[src/rtl/scope_io_defs.vh]
// Constants for the scope card host I/O register block.
// Included by the register block and its address counter; definitions only.
`ifndef SCOPE_IO_DEFS_VH
`define SCOPE_IO_DEFS_VH

// ==========================================================================
// Host port offsets (address lines 2..0)
`define OFS_CTRL1        3'h0
`define OFS_DATA1        3'h1
`define OFS_FLAGS        3'h2
`define OFS_UNUSED       3'h3
`define OFS_CTRL2        3'h4
`define OFS_DATA2        3'h5
`define OFS_CTRL3        3'h6
`define OFS_DATA3        3'h7

// ==========================================================================
// First control register indexes
`define IDX_POST_LO      3'h0
`define IDX_POST_HI      3'h1
`define IDX_TIMEBASE     3'h2
`define IDX_ACQ_SETUP    3'h3
`define IDX_CNT_CLEAR    3'h4
`define IDX_CNT_STEP     3'h5
`define IDX_TIMER_LOAD   3'h6
`define IDX_TRIG_SOURCE  3'h7

// ==========================================================================
// Channel control register indexes
`define IDX_THRESH_ONE   3'h0
`define IDX_THRESH_TWO   3'h1
`define IDX_CMP_SENSE    3'h2
`define IDX_SERIAL       3'h3
`define IDX_GATING       3'h4
`define IDX_TRIG_CLEAR   3'h5

// ==========================================================================
// Acquisition setup fields
`define ACQ_SCLK_RUN     0
`define ACQ_SCLK_INT     1
`define ACQ_LIVE_PATH    2
`define ACQ_CONV_CLK_ON  3

// ==========================================================================
// Trigger source codes
`define TSRC_CHAN_ONE    3'h0
`define TSRC_CHAN_TWO    3'h1
`define TSRC_IMMEDIATE   3'h2
`define TSRC_AND         3'h3
`define TSRC_OR          3'h4
`define TSRC_EXTERNAL    3'h5

// ==========================================================================
// Comparison sense combine codes (bits 3..2)
`define CMB_AND          2'h1
`define CMB_OR           2'h2

// ==========================================================================
// Widths and reset values
`define ADDR_CNT_W       15
`define POST_CNT_W       16
`define BYTE_RESET       8'h00
`define DEF_BASE_SWITCH  7'h60

`endif

[src/rtl/scope_io_regs.v]
// Host I/O register block of a two-channel scope card: eight byte ports,
// indexed write-only data registers, trigger logic and sample read path.
// Assumes the host strobes arrive asynchronously and the converter samples
// and memory bytes are stable around each sample clock enable.
`include "scope_io_defs.vh"

module scope_io_regs #(
  parameter BASE_SW_W = 7
) (
  input  wire                   clk,
  input  wire                   rst_n,
  input  wire                   ce,
  input  wire [9:0]             host_addr,
  input  wire [7:0]             host_wdata,
  input  wire                   host_iow_n,
  input  wire                   host_ior_n,
  input  wire [BASE_SW_W-1:0]   base_select_switch,
  input  wire [7:0]             adc_one_data,
  input  wire [7:0]             adc_two_data,
  input  wire [7:0]             mem_one_data,
  input  wire [7:0]             mem_two_data,
  input  wire                   conv_ready,
  input  wire                   ext_trigger,
  input  wire                   sample_tick,
  output reg  [7:0]             host_rdata,
  output reg                    host_rdata_oe,
  output reg                    sample_clk_run,
  output reg                    sample_clk_internal,
  output reg                    live_data_path,
  output reg                    conv_clk_on,
  output reg  [7:0]             timer_data,
  output reg                    timer_write,
  output reg  [7:0]             timebase_ctrl,
  output reg  [7:0]             mem_one_wdata,
  output reg  [7:0]             mem_two_wdata,
  output reg  [`ADDR_CNT_W-1:0] mem_addr,
  output reg                    measure_active,
  output reg                    trigger_out,
  output reg  [6:0]             serial_one_pins,
  output reg  [6:0]             serial_two_pins,
  output reg                    conv_one_clk_inv,
  output reg                    conv_two_clk_inv
);

  // ========================================================================
  // Pin synchronisers, three stages; a change counts when 2 and 3 agree
  reg  [2:0] iow_s_q;
  reg  [2:0] ior_s_q;
  reg  [2:0] ext_s_q;
  reg        iow_lvl_q;
  reg        ior_lvl_q;
  reg        ext_lvl_q;
  reg        iow_prev_q;

  always @(posedge clk or negedge rst_n) begin
    if (!rst_n) begin
      iow_s_q   <= 3'h7;
      ior_s_q   <= 3'h7;
      ext_s_q   <= 3'h0;
      iow_lvl_q <= 1'b1;
      ior_lvl_q <= 1'b1;
      ext_lvl_q <= 1'b0;
    end else if (ce) begin
      iow_s_q <= {iow_s_q[1:0], host_iow_n};
      ior_s_q <= {ior_s_q[1:0], host_ior_n};
      ext_s_q <= {ext_s_q[1:0], ext_trigger};
      if (iow_s_q[1] == iow_s_q[2]) iow_lvl_q <= iow_s_q[2];
      if (ior_s_q[1] == ior_s_q[2]) ior_lvl_q <= ior_s_q[2];
      if (ext_s_q[1] == ext_s_q[2]) ext_lvl_q <= ext_s_q[2];
    end
  end

  // ========================================================================
  // Address decode; switches hold address lines 9..3
  wire       card_hit  = (host_addr[9:3] == base_select_switch);
  wire [2:0] port_ofs  = host_addr[2:0];

  // One write pulse per strobe fall so a long access steps only once
  always @(posedge clk or negedge rst_n) begin
    if (!rst_n) begin
      iow_prev_q <= 1'b1;
    end else if (ce) begin
      iow_prev_q <= iow_lvl_q;
    end
  end

  wire wr_pulse = ce && iow_prev_q && !iow_lvl_q && card_hit;
  wire rd_level = !ior_lvl_q && card_hit;

  // ========================================================================
  // Index (control) registers; a data write goes to what the index picks
  reg [7:0] ctrl_one_q;
  reg [7:0] ctrl_chan_q [0:1];

  wire wr_ctrl1 = wr_pulse && (port_ofs == `OFS_CTRL1);
  wire wr_data1 = wr_pulse && (port_ofs == `OFS_DATA1);
  wire wr_ctrl2 = wr_pulse && (port_ofs == `OFS_CTRL2);
  wire wr_data2 = wr_pulse && (port_ofs == `OFS_DATA2);
  wire wr_ctrl3 = wr_pulse && (port_ofs == `OFS_CTRL3);
  wire wr_data3 = wr_pulse && (port_ofs == `OFS_DATA3);

  // Selected index decode, used for every data port
  function sel;
    input [7:0] ctrl;
    input [2:0] idx;
    begin
      sel = (ctrl[2:0] == idx);
    end
  endfunction

  always @(posedge clk or negedge rst_n) begin
    if (!rst_n) begin
      ctrl_one_q     <= `BYTE_RESET;
      ctrl_chan_q[0] <= `BYTE_RESET;
      ctrl_chan_q[1] <= `BYTE_RESET;
    end else begin
      if (wr_ctrl1) ctrl_one_q     <= host_wdata;
      if (wr_ctrl2) ctrl_chan_q[0] <= host_wdata;
      if (wr_ctrl3) ctrl_chan_q[1] <= host_wdata;
    end
  end

  // ========================================================================
  // First control register data registers
  reg [7:0]  acq_setup_q;
  reg [2:0]  trig_src_q;
  reg [15:0] post_target_q;
  wire       cnt_clear = wr_data1 && sel(ctrl_one_q, `IDX_CNT_CLEAR);
  wire       cnt_step  = wr_data1 && sel(ctrl_one_q, `IDX_CNT_STEP);

  always @(posedge clk or negedge rst_n) begin
    if (!rst_n) begin
      acq_setup_q   <= `BYTE_RESET;
      trig_src_q    <= `TSRC_CHAN_ONE;
      post_target_q <= 16'h0000;
      timebase_ctrl <= `BYTE_RESET;
      timer_data    <= `BYTE_RESET;
      timer_write   <= 1'b0;
    end else if (ce) begin
      timer_write <= 1'b0;
      if (wr_data1) begin
        case (ctrl_one_q[2:0])
          `IDX_POST_LO:     post_target_q[7:0]  <= host_wdata;
          `IDX_POST_HI:     post_target_q[15:8] <= host_wdata;
          `IDX_TIMEBASE:    timebase_ctrl       <= host_wdata;
          `IDX_ACQ_SETUP:   acq_setup_q         <= {2'b00, 2'b00, host_wdata[3:0]};
          `IDX_TIMER_LOAD: begin
            timer_data  <= host_wdata;
            timer_write <= 1'b1;
          end
          `IDX_TRIG_SOURCE: trig_src_q <= host_wdata[2:0];
          default: ;
        endcase
      end
    end
  end

  // Setup bits drive the clock and path controls
  always @(posedge clk or negedge rst_n) begin
    if (!rst_n) begin
      sample_clk_run      <= 1'b0;
      sample_clk_internal <= 1'b0;
      live_data_path      <= 1'b0;
      conv_clk_on         <= 1'b0;
    end else if (ce) begin
      sample_clk_run      <= acq_setup_q[`ACQ_SCLK_RUN];
      sample_clk_internal <= acq_setup_q[`ACQ_SCLK_INT];
      live_data_path      <= acq_setup_q[`ACQ_LIVE_PATH];
      conv_clk_on         <= acq_setup_q[`ACQ_CONV_CLK_ON];
    end
  end

  // ========================================================================
  // Per-channel data registers and trigger logic
  reg  [7:0] thr_one_q  [0:1];
  reg  [7:0] thr_two_q  [0:1];
  reg  [3:0] sense_q    [0:1];
  reg  [1:0] gating_q   [0:1];
  reg  [6:0] serial_q   [0:1];
  reg        chan_trig_q [0:1];
  wire [1:0] wr_chan  = {wr_data3, wr_data2};
  wire [7:0] adc_raw  [0:1];
  wire [7:0] adc_gated [0:1];
  wire [1:0] chan_fire;
  assign adc_raw[0] = adc_one_data;
  assign adc_raw[1] = adc_two_data;

  genvar c;
  generate
    for (c = 0; c < 2; c = c + 1) begin : g_chan
      wire [7:0] cv = ctrl_chan_q[c];
      // Forced zero gating applies before comparison and storage
      assign adc_gated[c] = gating_q[c][0] ? adc_raw[c] : 8'h00;
      // Above/below result per threshold, sense bit selects polarity
      wire above1 = thr_one_q[c] > adc_gated[c];
      wire above2 = thr_two_q[c] > adc_gated[c];
      wire hit1   = sense_q[c][0] ? (thr_one_q[c] < adc_gated[c]) : above1;
      wire hit2   = sense_q[c][1] ? (thr_two_q[c] < adc_gated[c]) : above2;
      // Reserved combine codes never fire
      assign chan_fire[c] = (sense_q[c][3:2] == `CMB_AND) ? (hit1 & hit2) :
                            (sense_q[c][3:2] == `CMB_OR)  ? (hit1 | hit2) : 1'b0;
      wire tclr = wr_chan[c] && sel(cv, `IDX_TRIG_CLEAR);

      always @(posedge clk or negedge rst_n) begin
        if (!rst_n) begin
          thr_one_q[c]   <= `BYTE_RESET;
          thr_two_q[c]   <= `BYTE_RESET;
          sense_q[c]     <= 4'h0;
          gating_q[c]    <= 2'h0;
          serial_q[c]    <= 7'h00;
          chan_trig_q[c] <= 1'b0;
        end else if (ce) begin
          if (wr_chan[c]) begin
            case (cv[2:0])
              `IDX_THRESH_ONE: thr_one_q[c] <= host_wdata;
              `IDX_THRESH_TWO: thr_two_q[c] <= host_wdata;
              `IDX_CMP_SENSE:  sense_q[c]   <= host_wdata[3:0];
              `IDX_SERIAL:     serial_q[c]  <= host_wdata[6:0];
              `IDX_GATING:     gating_q[c]  <= host_wdata[1:0];
              default: ;
            endcase
          end
          // Sticky trigger; a fire in the clear cycle wins
          if (sample_tick && chan_fire[c] && measure_active) begin
            chan_trig_q[c] <= 1'b1;
          end else if (tclr) begin
            chan_trig_q[c] <= 1'b0;
          end
        end
      end
    end
  endgenerate

  // Serial pins and clock inversion registered straight to the ports
  always @(posedge clk or negedge rst_n) begin
    if (!rst_n) begin
      serial_one_pins  <= 7'h00;
      serial_two_pins  <= 7'h00;
      conv_one_clk_inv <= 1'b0;
      conv_two_clk_inv <= 1'b0;
    end else if (ce) begin
      serial_one_pins  <= serial_q[0];
      serial_two_pins  <= serial_q[1];
      conv_one_clk_inv <= gating_q[0][1];
      conv_two_clk_inv <= gating_q[1][1];
    end
  end

  // ========================================================================
  // Trigger source selection
  reg trig_sel;
  always @* begin
    case (trig_src_q)
      `TSRC_CHAN_ONE:  trig_sel = chan_trig_q[0];
      `TSRC_CHAN_TWO:  trig_sel = chan_trig_q[1];
      `TSRC_IMMEDIATE: trig_sel = 1'b1;
      `TSRC_AND:       trig_sel = chan_trig_q[0] & chan_trig_q[1];
      `TSRC_OR:        trig_sel = chan_trig_q[0] | chan_trig_q[1];
      `TSRC_EXTERNAL:  trig_sel = ext_lvl_q;
      default:         trig_sel = 1'b0;
    endcase
  end

  // ========================================================================
  // Address counter plus post-trigger counter that ends the measurement
  wire [`ADDR_CNT_W-1:0] addr_cnt;
  reg  [15:0]            post_cnt_q;
  wire                   run_inc = sample_tick && sample_clk_run && live_data_path &&
                                   measure_active;

  scope_step_counter #(
    .W (`ADDR_CNT_W)
  ) u_addr_cnt (
    .clk     (clk),
    .rst_n   (rst_n),
    .ce      (ce),
    .clear   (cnt_clear),
    .step    (cnt_step),
    .run_inc (run_inc),
    .count_q (addr_cnt)
  );

  always @(posedge clk or negedge rst_n) begin
    if (!rst_n) begin
      post_cnt_q     <= 16'h0000;
      measure_active <= 1'b0;
      trigger_out    <= 1'b0;
      mem_addr       <= {`ADDR_CNT_W{1'b0}};
    end else if (ce) begin
      mem_addr    <= addr_cnt;
      trigger_out <= trig_sel;
      if (cnt_clear) begin
        post_cnt_q     <= 16'h0000;
        measure_active <= 1'b1;     // Clear arms a fresh measurement
      end else if (run_inc && trig_sel) begin
        if (post_cnt_q == post_target_q) begin
          measure_active <= 1'b0;
        end else begin
          post_cnt_q <= post_cnt_q + 16'h0001;
        end
      end
    end
  end

  // Live samples feed memory writes
  always @(posedge clk or negedge rst_n) begin
    if (!rst_n) begin
      mem_one_wdata <= 8'h00;
      mem_two_wdata <= 8'h00;
    end else if (ce) begin
      mem_one_wdata <= adc_gated[0];
      mem_two_wdata <= adc_gated[1];
    end
  end

  // ========================================================================
  // Read mux; stored registers never read back, only counter, flag and sample data ports
  reg [7:0] rd_mux;
  always @* begin
    case (port_ofs)
      `OFS_CTRL1:  rd_mux = addr_cnt[7:0];
      `OFS_DATA1:  rd_mux = {1'b0, addr_cnt[14:8]};
      `OFS_FLAGS:  rd_mux = {5'h00, chan_trig_q[1], chan_trig_q[0],
                             conv_ready};
      `OFS_CTRL2:  rd_mux = live_data_path ? adc_gated[0] : mem_one_data;
      `OFS_CTRL3:  rd_mux = live_data_path ? adc_gated[1] : mem_two_data;
      default:     rd_mux = 8'h00;
    endcase
  end

  always @(posedge clk or negedge rst_n) begin
    if (!rst_n) begin
      host_rdata    <= 8'h00;
      host_rdata_oe <= 1'b0;
    end else if (ce) begin
      host_rdata    <= rd_level ? rd_mux : 8'h00;
      host_rdata_oe <= rd_level;
    end
  end

endmodule // scope_io_regs

[src/rtl/scope_step_counter.v]
// Memory address counter with clear and single step.
// Assumes clear and step are one-cycle pulses from the same clock domain.
`include "scope_io_defs.vh"

module scope_step_counter #(
  parameter W = `ADDR_CNT_W
) (
  input  wire         clk,
  input  wire         rst_n,
  input  wire         ce,
  input  wire         clear,
  input  wire         step,
  input  wire         run_inc,
  output reg  [W-1:0] count_q
);

  // ========================================================================
  // Counter; clear beats step so a clear is never undone
  always @(posedge clk or negedge rst_n) begin
    if (!rst_n) begin
      count_q <= {W{1'b0}};
    end else if (ce) begin
      if (clear) begin
        count_q <= {W{1'b0}};
      end else if (step || run_inc) begin
        count_q <= count_q + {{(W-1){1'b0}}, 1'b1};
      end
    end
  end

endmodule // scope_step_counter

[config.mk]
export PLATFORM = sky130hd
export DESIGN_NAME = scope_io_regs
export DESIGN_NICKNAME = d
export VERILOG_FILES = /design/src/rtl/scope_io_regs.v /design/src/rtl/scope_step_counter.v
export VERILOG_INCLUDE_DIRS = /design/src /design/src/rtl
export SDC_FILE = /design/constraint.sdc
export NUM_CORES = 1
export LEC_CHECK = 0
export ABC_AREA = 1
export BUFFER_PORTS_ARGS = -buffer_cell sky130_fd_sc_hd__buf_2
export CAP_MARGIN = 20
export CORE_MARGIN = 4
export CORE_UTILIZATION = 30
export DETAILED_ROUTE_END_ITERATION = 8
export GPL_ROUTABILITY_DRIVEN = 0
export PLACE_DENSITY = 0.53
export SYNTH_ARGS = -nofsm -noshare
export SYNTH_HDL_FRONTEND = slang
export SYNTH_SLANG_ARGS = --single-unit
export TNS_END_PERCENT = 5
[constraint.sdc]
create_clock -name clk -period 2 [get_ports clk]
set_input_delay 0.3 -clock clk [delete_from_list [all_inputs] [get_ports clk]]
set_output_delay 0.3 -clock clk [all_outputs]
set_load 0.05 [all_outputs]
==> results of run 1 <==
==> critical path, cell delays in order, from the launching register on <==
cell     delay, ns
dfrtp_2       0.37
buf_4         0.14
nand2_2       0.10
ha_1          0.29
nand2_1       0.06
nor2_1        0.14
nand3_1       0.08
o21ai_0       0.15
nand2_1       0.12
nand2_1       0.07
nand2_1       0.05
nand2_1       0.05
nand2_1       0.05
nand2_1       0.05
nand2_1       0.05
==> logic make-up after synthesis <==
logic type | count (synthesis)
XOR/XNOR | 43
flip-flops | 215
adder cells (fa/ha/maj) | 34
buffers and inverters | 168
AND/OR/NAND/NOR | 612
AO/OA/AOI/OAI | 221
==> cell type report <==
class / count / area share (%)
Clock inverter: 7 / 0.5856
Clock buffer: 36 / 5.638
Timing Repair Buffer: 196 / 9.407
Antenna cell: 1 / 0.01889
Inverter: 120 / 3.400
Sequential cell: 215 / 40.73
Multi-Input combinational cell: 910 / 35.93
Tap cell: 455 / 4.297
==> Yosys cell counts, drive strengths merged <==
master	number
a21o	3
o21a	2
o21ai	178
o211ai	1
or2	2
o22ai	9
nor2	52
a21oi	18
dfstp	9
dfrtp	206
nor3	33
o21bai	1
nor4	2
inv	120
nand3	60
xnor2	17
nand3b	1
clkbuf	27
xor2	26
nand2	437
buf	21
nand4	25
ha	34
a211oi	8
o31ai	1
==> power by group <==
| part | internal, W | total [W] | switching (W) | leakage [nW] |
|---|---|---|---|---|
| logic | 0.000148 | 0.000503 | 0.000355 | 3.40 |
| clock network | 0.00272 | 0.00456 | 0.00185 | 0.409 |
| registers | 0.00441 | 0.00443 | 0.0000262 | 2.96 |
| total | 0.00727 | 0.00950 | 0.00223 | 6.77 |
==> stage by stage <==
step | setup WS [ns] | cell area (um2) | power (W) | cells
floorplan | 0.04106 | 10710 | 0.004705 | 1293
global placement | -0.07274 | 12210 | 0.005005 | 1887
detailed placement | -0.09046 | 12210 | 0.005013 | 1887
CTS | -0.08991 | 13070 | 0.009647 | 1934
global route | -0.06707 | 13250 | 0.009865 | 1940
finish | 0.1120 | 13250 | 0.009500 | 1940
==> registers in the layout, indices dropped and copies added (netlist names), 7 cells and up <==
register,cells
host_rdata,8
serial_one_pins,7
mem_one_wdata,8
sense_q,8
serial_q,14
post_target_q,16
thr_two_q,16
post_cnt_q,16
mem_addr,15
serial_two_pins,7
timebase_ctrl,8
timer_data,8
mem_two_wdata,8
thr_one_q,16
u_addr_cnt.count_q,15
==> timing repair <==
item,4_1_cts,5_1_grt
hold buffers,4,0
setup endpoints to repair,2,29
buffers inserted,0,5
resized for setup,1,37
hold endpoints to repair,49,0
==> final timing paths <==
check,startpoint,endpoint,slack [ns],cells after the start
max,gating_q[2],chan_trig_q[1],0.11,14
min,adc_one_data[0],mem_one_wdata[0],0.08,3
max reg2reg,gating_q[2],chan_trig_q[1],0.11,14
min reg2reg,iow_s_q[0],iow_s_q[0],0.46,2
max in group asynchronous,rst_n,post_cnt_q[2],0.96,3
min in group asynchronous,rst_n,thr_one_q[0],0.27,2
==> metal layers <==
layer	global-route usage, %	vias to the layer above	part of all wire [%]
met4	3.903	0	2.2
met5	0	-	0
met2	26.02	169	47
met3	1.641	42	3.4
met1	22.55	4336	47
li1	-	4546	-
==> metrics, run 1 <==
Die ar.=38,770 um2; Hold Vio Cnt, Final=0; mux share of post-synthesis cell area=0%; via count=approximately 9.1k; most frequent cells in the layout=nand2_1 (419), dfrtp_1 (203), buf_2 (142); final hold slack=~0.081 ns; Period Utilization, post-route=94.40%; PD cells=a little over 700 nW/um2; post-synth top area share=between 40% and 50%; htree depth=1; commonest non-fill, non-tap cell in the layout=nand2_1; CP required=roughly 2.4 ns; vias in the first global route=9,011; ANT nets after route=0; first-pass GRT wire length=between 40,000 and 50,000 um; compound-gate portion of the synthesized area=10.92%; Synth Net Count=1,392; Port Buffers=143; Worst Skew=~0.012 ns; Pleak=around 6.8 nW; num rows=68; # setup viols final=0; Vias per Instance=between 4 and 5; share of post-route cells with drive strength above 1=approximately 20%; total gr overflow=0; unrepaired setup endpoints after global routing=true; die span in y=~200 um; status=completed; syn_area_per_cell=between 8 and 9 um2; fillers=3,557; max_slew headroom=approximately 60%; Max Cap Viol=0; FF+latch area=roughly 5400 um2; Post-Syn Area=around 11,000 um2; Layout Nets=around 1.6k; CTS Root Cell=clkbuf_16; fraction of the mapped netlist area in simple logic gates=between 20 and 25%; Unique masters post-synth=between 40 and 50; DR pass1 iterations=6; wire per inst=16.04 um; Post-DP HPWL=between 20,000 and 25,000 um; Final Critical Period=1.888 ns; worst-case clock buffer depth=3; Worst Path Arrival=approximately 2.3 ns; largest family of logic cells by synthesized area=simple AND/OR/NAND/NOR gates; area grow syn2layout=23.75%; Worst Max-Slew Pin Slew=0.6070 ns; final setup TNS=0 ns; HP Class=in2reg; clock latency on the worst-skew pair=between 0.5 and 0.6 ns; Worst Path Max Fanout=3; Synth Area in XOR/XNOR=3.518%; Final Util=37.98%; CP Class=reg2reg; CTS tree=yes; synth top area cells=dfrtp_1 (48%), nand2_1 (15%), o21ai_0 (5.0%), ha_1 (4.0%), inv_1 (4.0%); largest net degree at the start of global routing=about 100; max-slew violations=0; CP Capture Type=flop; Synth Area in Adders=about 4%; crit start category=flop; Worst VDD drop=0.5348 mV; Multi-input gate area=4760 um2; num ports=about 140; total track usage=between 10% and 20%; biggest area consumer among synthesized cells=dfrtp_1; Residual DRC=0; Synth Register Bits=approximately 220; CTS clk-pin slew, worst paths=0.06 ns; YS warnings=0; clock sinks=roughly 220; Iteration-0 DRC Markers=498; CTS buffer count=25; Seq/Total Area, Yosys=around half; Total Routed Length=roughly 31,000 um; fmax=around 0.53 GHz; Syn Inst Count=~1.3k; Initial Utilization=a little under a third; Die Wd=approximately 200 um; antenna violations before repair=1; area of the core=around 35,000 um2
No activity file was read; power rests on OpenSTA's default activity.
==> run 2, diff against run 1 <==
Settings changed: CELL_PAD_IN_SITES_DETAIL_PLACEMENT set to 1, CELL_PAD_IN_SITES_GLOBAL_PLACEMENT set to 2, CORE_ASPECT_RATIO set to 0.7, PLACE_DENSITY 0.53 to 0.77.
==> run 2 against run 1 <==
Against the previous run: clock power down 9.2%; clock skew down 0.0019 ns; wire length is 17% higher; critical path depth shrank 2; maximum frequency is 1.6% lower; largest power group is now sequential cells.
==> metrics, run 2 (same netlist as run 1, synthesis figures left out) <==
status=completed (unchanged); Final Util=38.34% (was 37.98%); ANT nets after route=0 (unchanged); worst-case clock buffer depth=3 (unchanged); wire per inst=18.63 um (was 16.04 um); share of post-route cells with drive strength above 1=21.96% (was 20.01%); Worst Max-Slew Pin Slew=0.6829 ns (was 0.6070 ns); Layout Nets=1,573 (was 1,567); Period Utilization, post-route=95.97% (was 94.40%); Post-DP HPWL=26,320 um (was 21,680 um); clock sinks=215 (unchanged); Die Wd=233.8 um (was 196.9 um); first-pass GRT wire length=57,770 um (was 49,890 um); num rows=57 (was 68); total gr overflow=0 (unchanged); # setup viols final=0 (unchanged); crit-path cells=buf_6 > nand2_4 > ha_4 > nand2_2 > a21oi_1 > nor2_1 > nand3_1 > nand2_1 > o21ai_2 > nand2_2 > nand2_1 > nand2_1 (was buf_4 > nand2_2 > ha_1 > nand2_1 > nor2_1 > nand3_1 > o21ai_0 > nand2_1 > nand2_1 > nand2_1 > nand2_1 > nand2_1 > nand2_1 > nand2_1); Vias per Instance=4.848 (was 4.687); commonest non-fill, non-tap cell in the layout=nand2_1 (unchanged); CTS buffer count=23 (was 25); CTS Root Cell=clkbuf_16 (unchanged); Total Routed Length=36,550 um (was 31,120 um); Worst Skew=0.01028 ns (was 0.01217 ns); Initial Utilization=30.63% (was 30.69%); crit start category=flop (unchanged); clock latency on the worst-skew pair=0.52 ns (was 0.54 ns); via count=9,511 (was 9,093); Flop pwr share=48.7% (was 46.7%); htree depth=1 (unchanged); CP max-delay cell=dfrtp_2 (unchanged); area grow syn2layout=25.15% (was 23.75%); Iteration-0 DRC Markers=644 (was 498); most frequent cells in the layout=nand2_1 (403), dfrtp_1 (204), buf_2 (142) (was nand2_1 (419), dfrtp_1 (203), buf_2 (142)); CP Class=reg2reg (unchanged); Final Critical Period=1.919 ns (was 1.888 ns); Crit path largest cell delay=0.56 ns (was 0.37 ns); CTS clk-pin slew, worst paths=0.07 ns (was 0.06 ns); post-place setup slack=-0.1244 ns (was -0.09046 ns); final hold slack=0.01387 ns (was 0.08067 ns); Worst Path Arrival=2.33 ns (was 2.31 ns); Die ar.=38,820 um2 (was 38,770 um2); Hold Vio Cnt, Final=0 (unchanged); Worst Path Max Fanout=8 (was 3); DR pass1 iterations=5 (was 6); fmax=0.5210 GHz (was 0.5297 GHz); combinational cell fraction of total power=5.8% (was 5.3%); HP Class=in2reg (unchanged); Max Cap Viol=0 (unchanged); CP Capture Type=flop (unchanged); Port Buffers=143 (unchanged); die span in y=166.0 um (was 196.9 um); CTS tree=yes (unchanged); Net Switching=0.002202 W (was 0.002226 W); Final WS setup=0.08069 ns (was 0.1120 ns); max_slew headroom=54.42% (was 59.22%); Net Sw Frac=24.19% (was 23.44%); unrepaired setup endpoints after global routing=true (unchanged); largest net degree at the start of global routing=95 (was 101); antenna violations before repair=2 (was 1); vias in the first global route=9,842 (was 9,011); CP required=2.41 ns (was 2.42 ns); max-slew violations=0 (unchanged); area of the core=34,950 um2 (was 34,880 um2); num ports=144 (unchanged); Clock power frac=45.5% (was 48.0%); P_int=0.006901 W (was 0.007273 W); most frequent CP cell=nand2_1 (unchanged); total track usage=18.78% (was 15.83%); Worst VDD drop=0.4227 mV (was 0.5348 mV); PD cells=679.4 nW/um2 (was 717.1 nW/um2); Pleak=6.794 nW (was 6.772 nW); Residual DRC=0 (unchanged)
## run 2: metal layers
metal	GRT usage (%)	share of wire, %	routed length (um)
met1	30.09	53	19370
met4	3.227	1.8	651
met5	0	0	0
met3	3.447	4.8	1761
met2	26.42	40	14760
## run 2: power by group through the flow
stage	Clock, W	Combinational (W)	Sequential, W
finish	0.00414	0.000529	0.00443
global route	0.00443	0.000594	0.00443
CTS	0.00424	0.000529	0.00443
detailed placement	0	0.000520	0.00451
global placement	0	0.000510	0.00451
floorplan	0	0.000199	0.00451
## run 2: worst max-delay path, delay by kind of cell, from the launching register on
kind,cells,cell delay (ns)
compound gates,2,0.26
flops,1,0.56
fa+ha+maj,1,0.27
buf+inv,1,0.18
simple gates,8,0.54
## run 2: final timing paths
path | depth (start not counted) | to | startpoint | slack (ns)
max | 12 | chan_trig_q[0] | gating_q[0] | 0.08
min | 3 | ior_s_q[0] | host_ior_n | 0.01
max reg2reg | 12 | chan_trig_q[0] | gating_q[0] | 0.08
min reg2reg | 2 | iow_s_q[0] | iow_s_q[0] | 0.47
max in group asynchronous | 3 | iow_prev_q | rst_n | 1.00
min in group asynchronous | 2 | thr_two_q[14] | rst_n | 0.32
## run 2: repair_timing
action	CTS	global route
gates resized for setup	2	71
hold endpoints to repair	48	0
buffers inserted	1	2
gates cloned	0	0
hold buffers	3	0
pin swaps	0	14
endpoints found under the setup margin	1	3
## run 2: final cells by class
cell class | count | area [um2]
Tap cell | 472 | 590.6
Antenna cell | 1 | 2.502
Inverter | 120 | 452.9
Fill cell | 4238 | 21550
Clock inverter | 2 | 10.01
Sequential cell | 215 | 5394
Clock buffer | 38 | 691.9
Multi-Input combinational cell | 910 | 4932
Timing Repair Buffer | 204 | 1324
## run 2: through the flow
step / power [W] / setup TNS [ns] / instance area [um2] / cells
after floorplan: 0.004705 / 0 / 10710 / 1293
after global placement: 0.005019 / -0.07022 / 12320 / 1915
after detailed placement: 0.005030 / -0.1898 / 12320 / 1915
after CTS: 0.009199 / 0 / 13070 / 1959
after global routing: 0.009456 / -0.1184 / 13400 / 1962
final: 0.009102 / 0 / 13400 / 1962
==> run 3, diff against run 2 <==
Settings changed: ABC_AREA 1 to not set, PLACE_DENSITY 0.77 to 0.71, SKIP_CTS_REPAIR_TIMING set to 1.
==> run 3 against run 2 <==
Against the previous run: the flow now finishes with violations (setup timing); maximum frequency decreased by 14%; critical path depth down 4; synthesized cell count decreased by 34%; clock skew down 0.0022 ns; area after synthesis down 5.4%; sequential share of layout area increased by 0.95 points; global-route usage is 2.4 points lower; utilization up 1.6 points; largest power group is now clock.
==> metrics, run 3 <==
status=finished, violations left (was completed); failing checks=setup timing; CTS Root Cell=clkbuf_16 (unchanged); Layout Nets=1,192 (was 1,573); CP required=2.45 ns (was 2.41 ns); Total Routed Length=30,950 um (was 36,550 um); Post-DP HPWL=22,570 um (was 26,320 um); wire per inst=20.12 um (was 18.63 um); Crit path largest cell delay=0.53 ns (was 0.56 ns); Worst Skew=0.008129 ns (was 0.01028 ns); async set-or-reset flop fraction in the synthesized netlist=100.0% (unchanged); CTS buffer count=24 (was 23); CP Capture Type=flop (unchanged); most frequent cells after synthesis=dfrtp_1 (206), mux2_2 (148), nand2_1 (59) (was nand2_1 (434), dfrtp_1 (206), inv_1 (113)); crit-path cells=nand2b_1 > or4_4 > buf_6 > buf_4 > o31ai_4 > nand2_2 > or3_1 > a21oi_1 (was buf_6 > nand2_4 > ha_4 > nand2_2 > a21oi_1 > nor2_1 > nand3_1 > nand2_1 > o21ai_2 > nand2_2 > nand2_1 > nand2_1); area of the core=32,830 um2 (was 34,950 um2); Residual DRC=0 (unchanged); total track usage=16.34% (was 18.78%); share of post-route cells with drive strength above 1=42.84% (was 21.96%); largest net degree at the start of global routing=54 (was 95); Worst VDD drop=0.4189 mV (was 0.4227 mV); most frequent cells in the layout=dfrtp_1 (202), mux2_2 (148), buf_2 (142) (was nand2_1 (403), dfrtp_1 (204), buf_2 (142)); fmax=0.4486 GHz (was 0.5210 GHz); Post-synth EDFFs=0 (unchanged); die span in y=161.7 um (was 166.0 um); CTS clk-pin slew, worst paths=0.07 ns (about the same); CTS tree=yes (unchanged); Vias per Instance=4.903 (was 4.848); top-count cell post-synth=dfrtp_1 (was nand2_1); Hold Vio Cnt, Final=0 (unchanged); Worst Path Max Fanout=7 (was 8); Die Wd=227.6 um (was 233.8 um); clock sinks=215 (unchanged); total gr overflow=0 (unchanged); Post-Syn Area=10,120 um2 (was 10,710 um2); FF-to-FF Start=iow_prev_q (was gating_q[0]); Syn Inst Count=856 (was 1,293); syn_area_per_cell=11.83 um2 (was 8.279 um2); final total power=0.009628 W (was 0.009102 W); post-synth top area share=50.91% (was 48.15%); ys flop type=dfrtp_1 (unchanged); CP max-delay cell=dfstp_2 (was dfrtp_2); PD cells=735.3 nW/um2 (was 679.4 nW/um2); max_slew headroom=63.87% (was 54.42%); Synth Register Bits=215 (unchanged); biggest area consumer among synthesized cells=dfrtp_1 (unchanged); Initial Utilization=30.84% (was 30.63%); Min-Delay Startpoint=host_iow_n (was host_ior_n); num rows=55 (was 57); Seq/Total Area, Yosys=53.25% (was 50.36%); via count=7,541 (was 9,511); Unique masters post-synth=48 (was 44); Worst Max-Slew Pin Slew=0.5420 ns (was 0.6829 ns); unrepaired setup endpoints after global routing=true (unchanged); DR pass1 iterations=4 (was 5); area grow syn2layout=29.33% (was 25.15%); ANT nets after route=0 (unchanged); Port Buffers=143 (unchanged); crit path to=u_addr_cnt.count_q[12] (was chan_trig_q[0]); CP Class=reg2reg (unchanged); Reg2Reg Depth=8 (was 12); clock latency on the worst-skew pair=0.52 ns (about the same); worst-case clock buffer depth=3 (unchanged); crit start category=flop (unchanged); antenna violations before repair=1 (was 2); num ports=144 (unchanged); Max Cap Viol=0 (unchanged); Top Family by Delay on Critical Path=simple AND/OR/NAND/NOR gates (was flip-flops); Worst Path Arrival=2.68 ns (was 2.33 ns); crit path launch=iow_prev_q (was gating_q[0]); Pleak=6.540 nW (was 6.794 nW); # setup viols final=109 (was 0); WP buf/inv=2 (was 1); HP Class=in2reg (unchanged); Final WS setup=-0.2289 ns (was 0.08069 ns); vias in the first global route=7,967 (was 9,842); synth top area cells=dfrtp_1 (51%), mux2_2 (16%), ha_1 (4.2%), xnor2_1 (2.7%), dfstp_2 (2.3%) (was dfrtp_1 (48%), nand2_1 (15%), o21ai_0 (5.0%), ha_1 (4.0%), inv_1 (4.0%)); Final Util=39.89% (was 38.34%); Final Critical Period=2.229 ns (was 1.919 ns); n_diodes=0 (was 1); YS warnings=0 (unchanged); placed instance count=1,491 (was 1,915); Period Utilization, post-route=111.4% (was 95.97%); non-filler cells, final=1,538 (was 1,962); htree depth=1 (unchanged); first-pass GRT wire length=47,240 um (was 57,770 um); Synth Net Count=955 (was 1,392); Iteration-0 DRC Markers=429 (was 644); Die ar.=36,800 um2 (was 38,820 um2); critical register-to-register path endpoint=u_addr_cnt.count_q[12] (was chan_trig_q[0]); commonest non-fill, non-tap cell in the layout=dfrtp_1 (was nand2_1); max-slew violations=0 (unchanged); internal reg-to-reg setup slack=-0.23 ns (was 0.08 ns); Worst path depth=8 (was 12)
[run 3: cell types whose count changed in the layout (fill, tap and decap cells not counted), sizes merged, moves of 9 or more]
cell   delta
nand2   -377
mux2    +148
o21ai   -135
inv      -98
buf      +42
nand3    -40
nor3     -24
nor2b    +23
xnor2    +14
a31oi    +13
mux2i    +11
xor2      -9
[run 3: layer usage]
metal | track usage, % | routed length [um] | vias up
met5 | 0 | 13 | -
met4 | 2.474 | 406 | 2
met3 | 3.107 | 1403 | 30
met2 | 24.54 | 13330 | 119
met1 | 24.99 | 15800 | 3833
li1 | - | - | 3557
[run 3: cells by family (layout without fill, tap and decap cells)]
logic type / after synthesis / after routing / share of synthesized area [%]
simple gates: 219 / 219 / 10.96
mux: 159 / 159 / 17.55
xor+xnor: 48 / 48 / 4.152
compound gates: 124 / 124 / 7.736
flops: 215 / 215 / 53.25
fa+ha+maj: 34 / 34 / 4.202
buf+inv: 57 / 312 / 2.150
[run 3: final cells by class]
class	instances	area [um2]
clock inverters	12	135.1
repair buffers	246	1597
clock buffers	32	671.9
inverters	22	82.58
well taps	427	534.3
multi-input cells	584	4677
flip-flops and latches	215	5396
fillers	3587	19730
[run 3: worst min-delay path by stage]
stage | cells past startpoint | endpoint
2_1_floorplan | 0 | acq_setup_q[0]
3_3_place_gp | 1 | mem_two_wdata[3]
3_5_place_dp | 1 | mem_two_wdata[6]
4_1_cts | 1 | mem_two_wdata[3]
5_1_grt | 2 | iow_s_q[0]
6_report | 2 | iow_s_q[0]
[run 3: power by group]
| group | switching [W] | leakage (nW) | internal (W) |
|---|---|---|---|
| registers | 0.0000398 | 2.94 | 0.00445 |
| clock network | 0.00185 | 0.406 | 0.00275 |
| logic | 0.000335 | 3.19 | 0.000208 |
| total | 0.00223 | 6.54 | 0.00740 |
[run 3: per-stage QoR]
step / hold slack, ns / setup WS (ns) / cell area [um2] / TNS [ns]
after detailed placement: 0.1882 / -0.5184 / 12060 / -46.82
after floorplan: 0.004409 / -0.1520 / 10150 / -9.087
final: 0.02177 / -0.2289 / 13090 / -13.82
after global routing: 0.003328 / -0.3373 / 13090 / -26.21
after global placement: 0.1897 / -0.4863 / 12060 / -46.75
after CTS: -0.3738 / -0.4456 / 12870 / -24.66
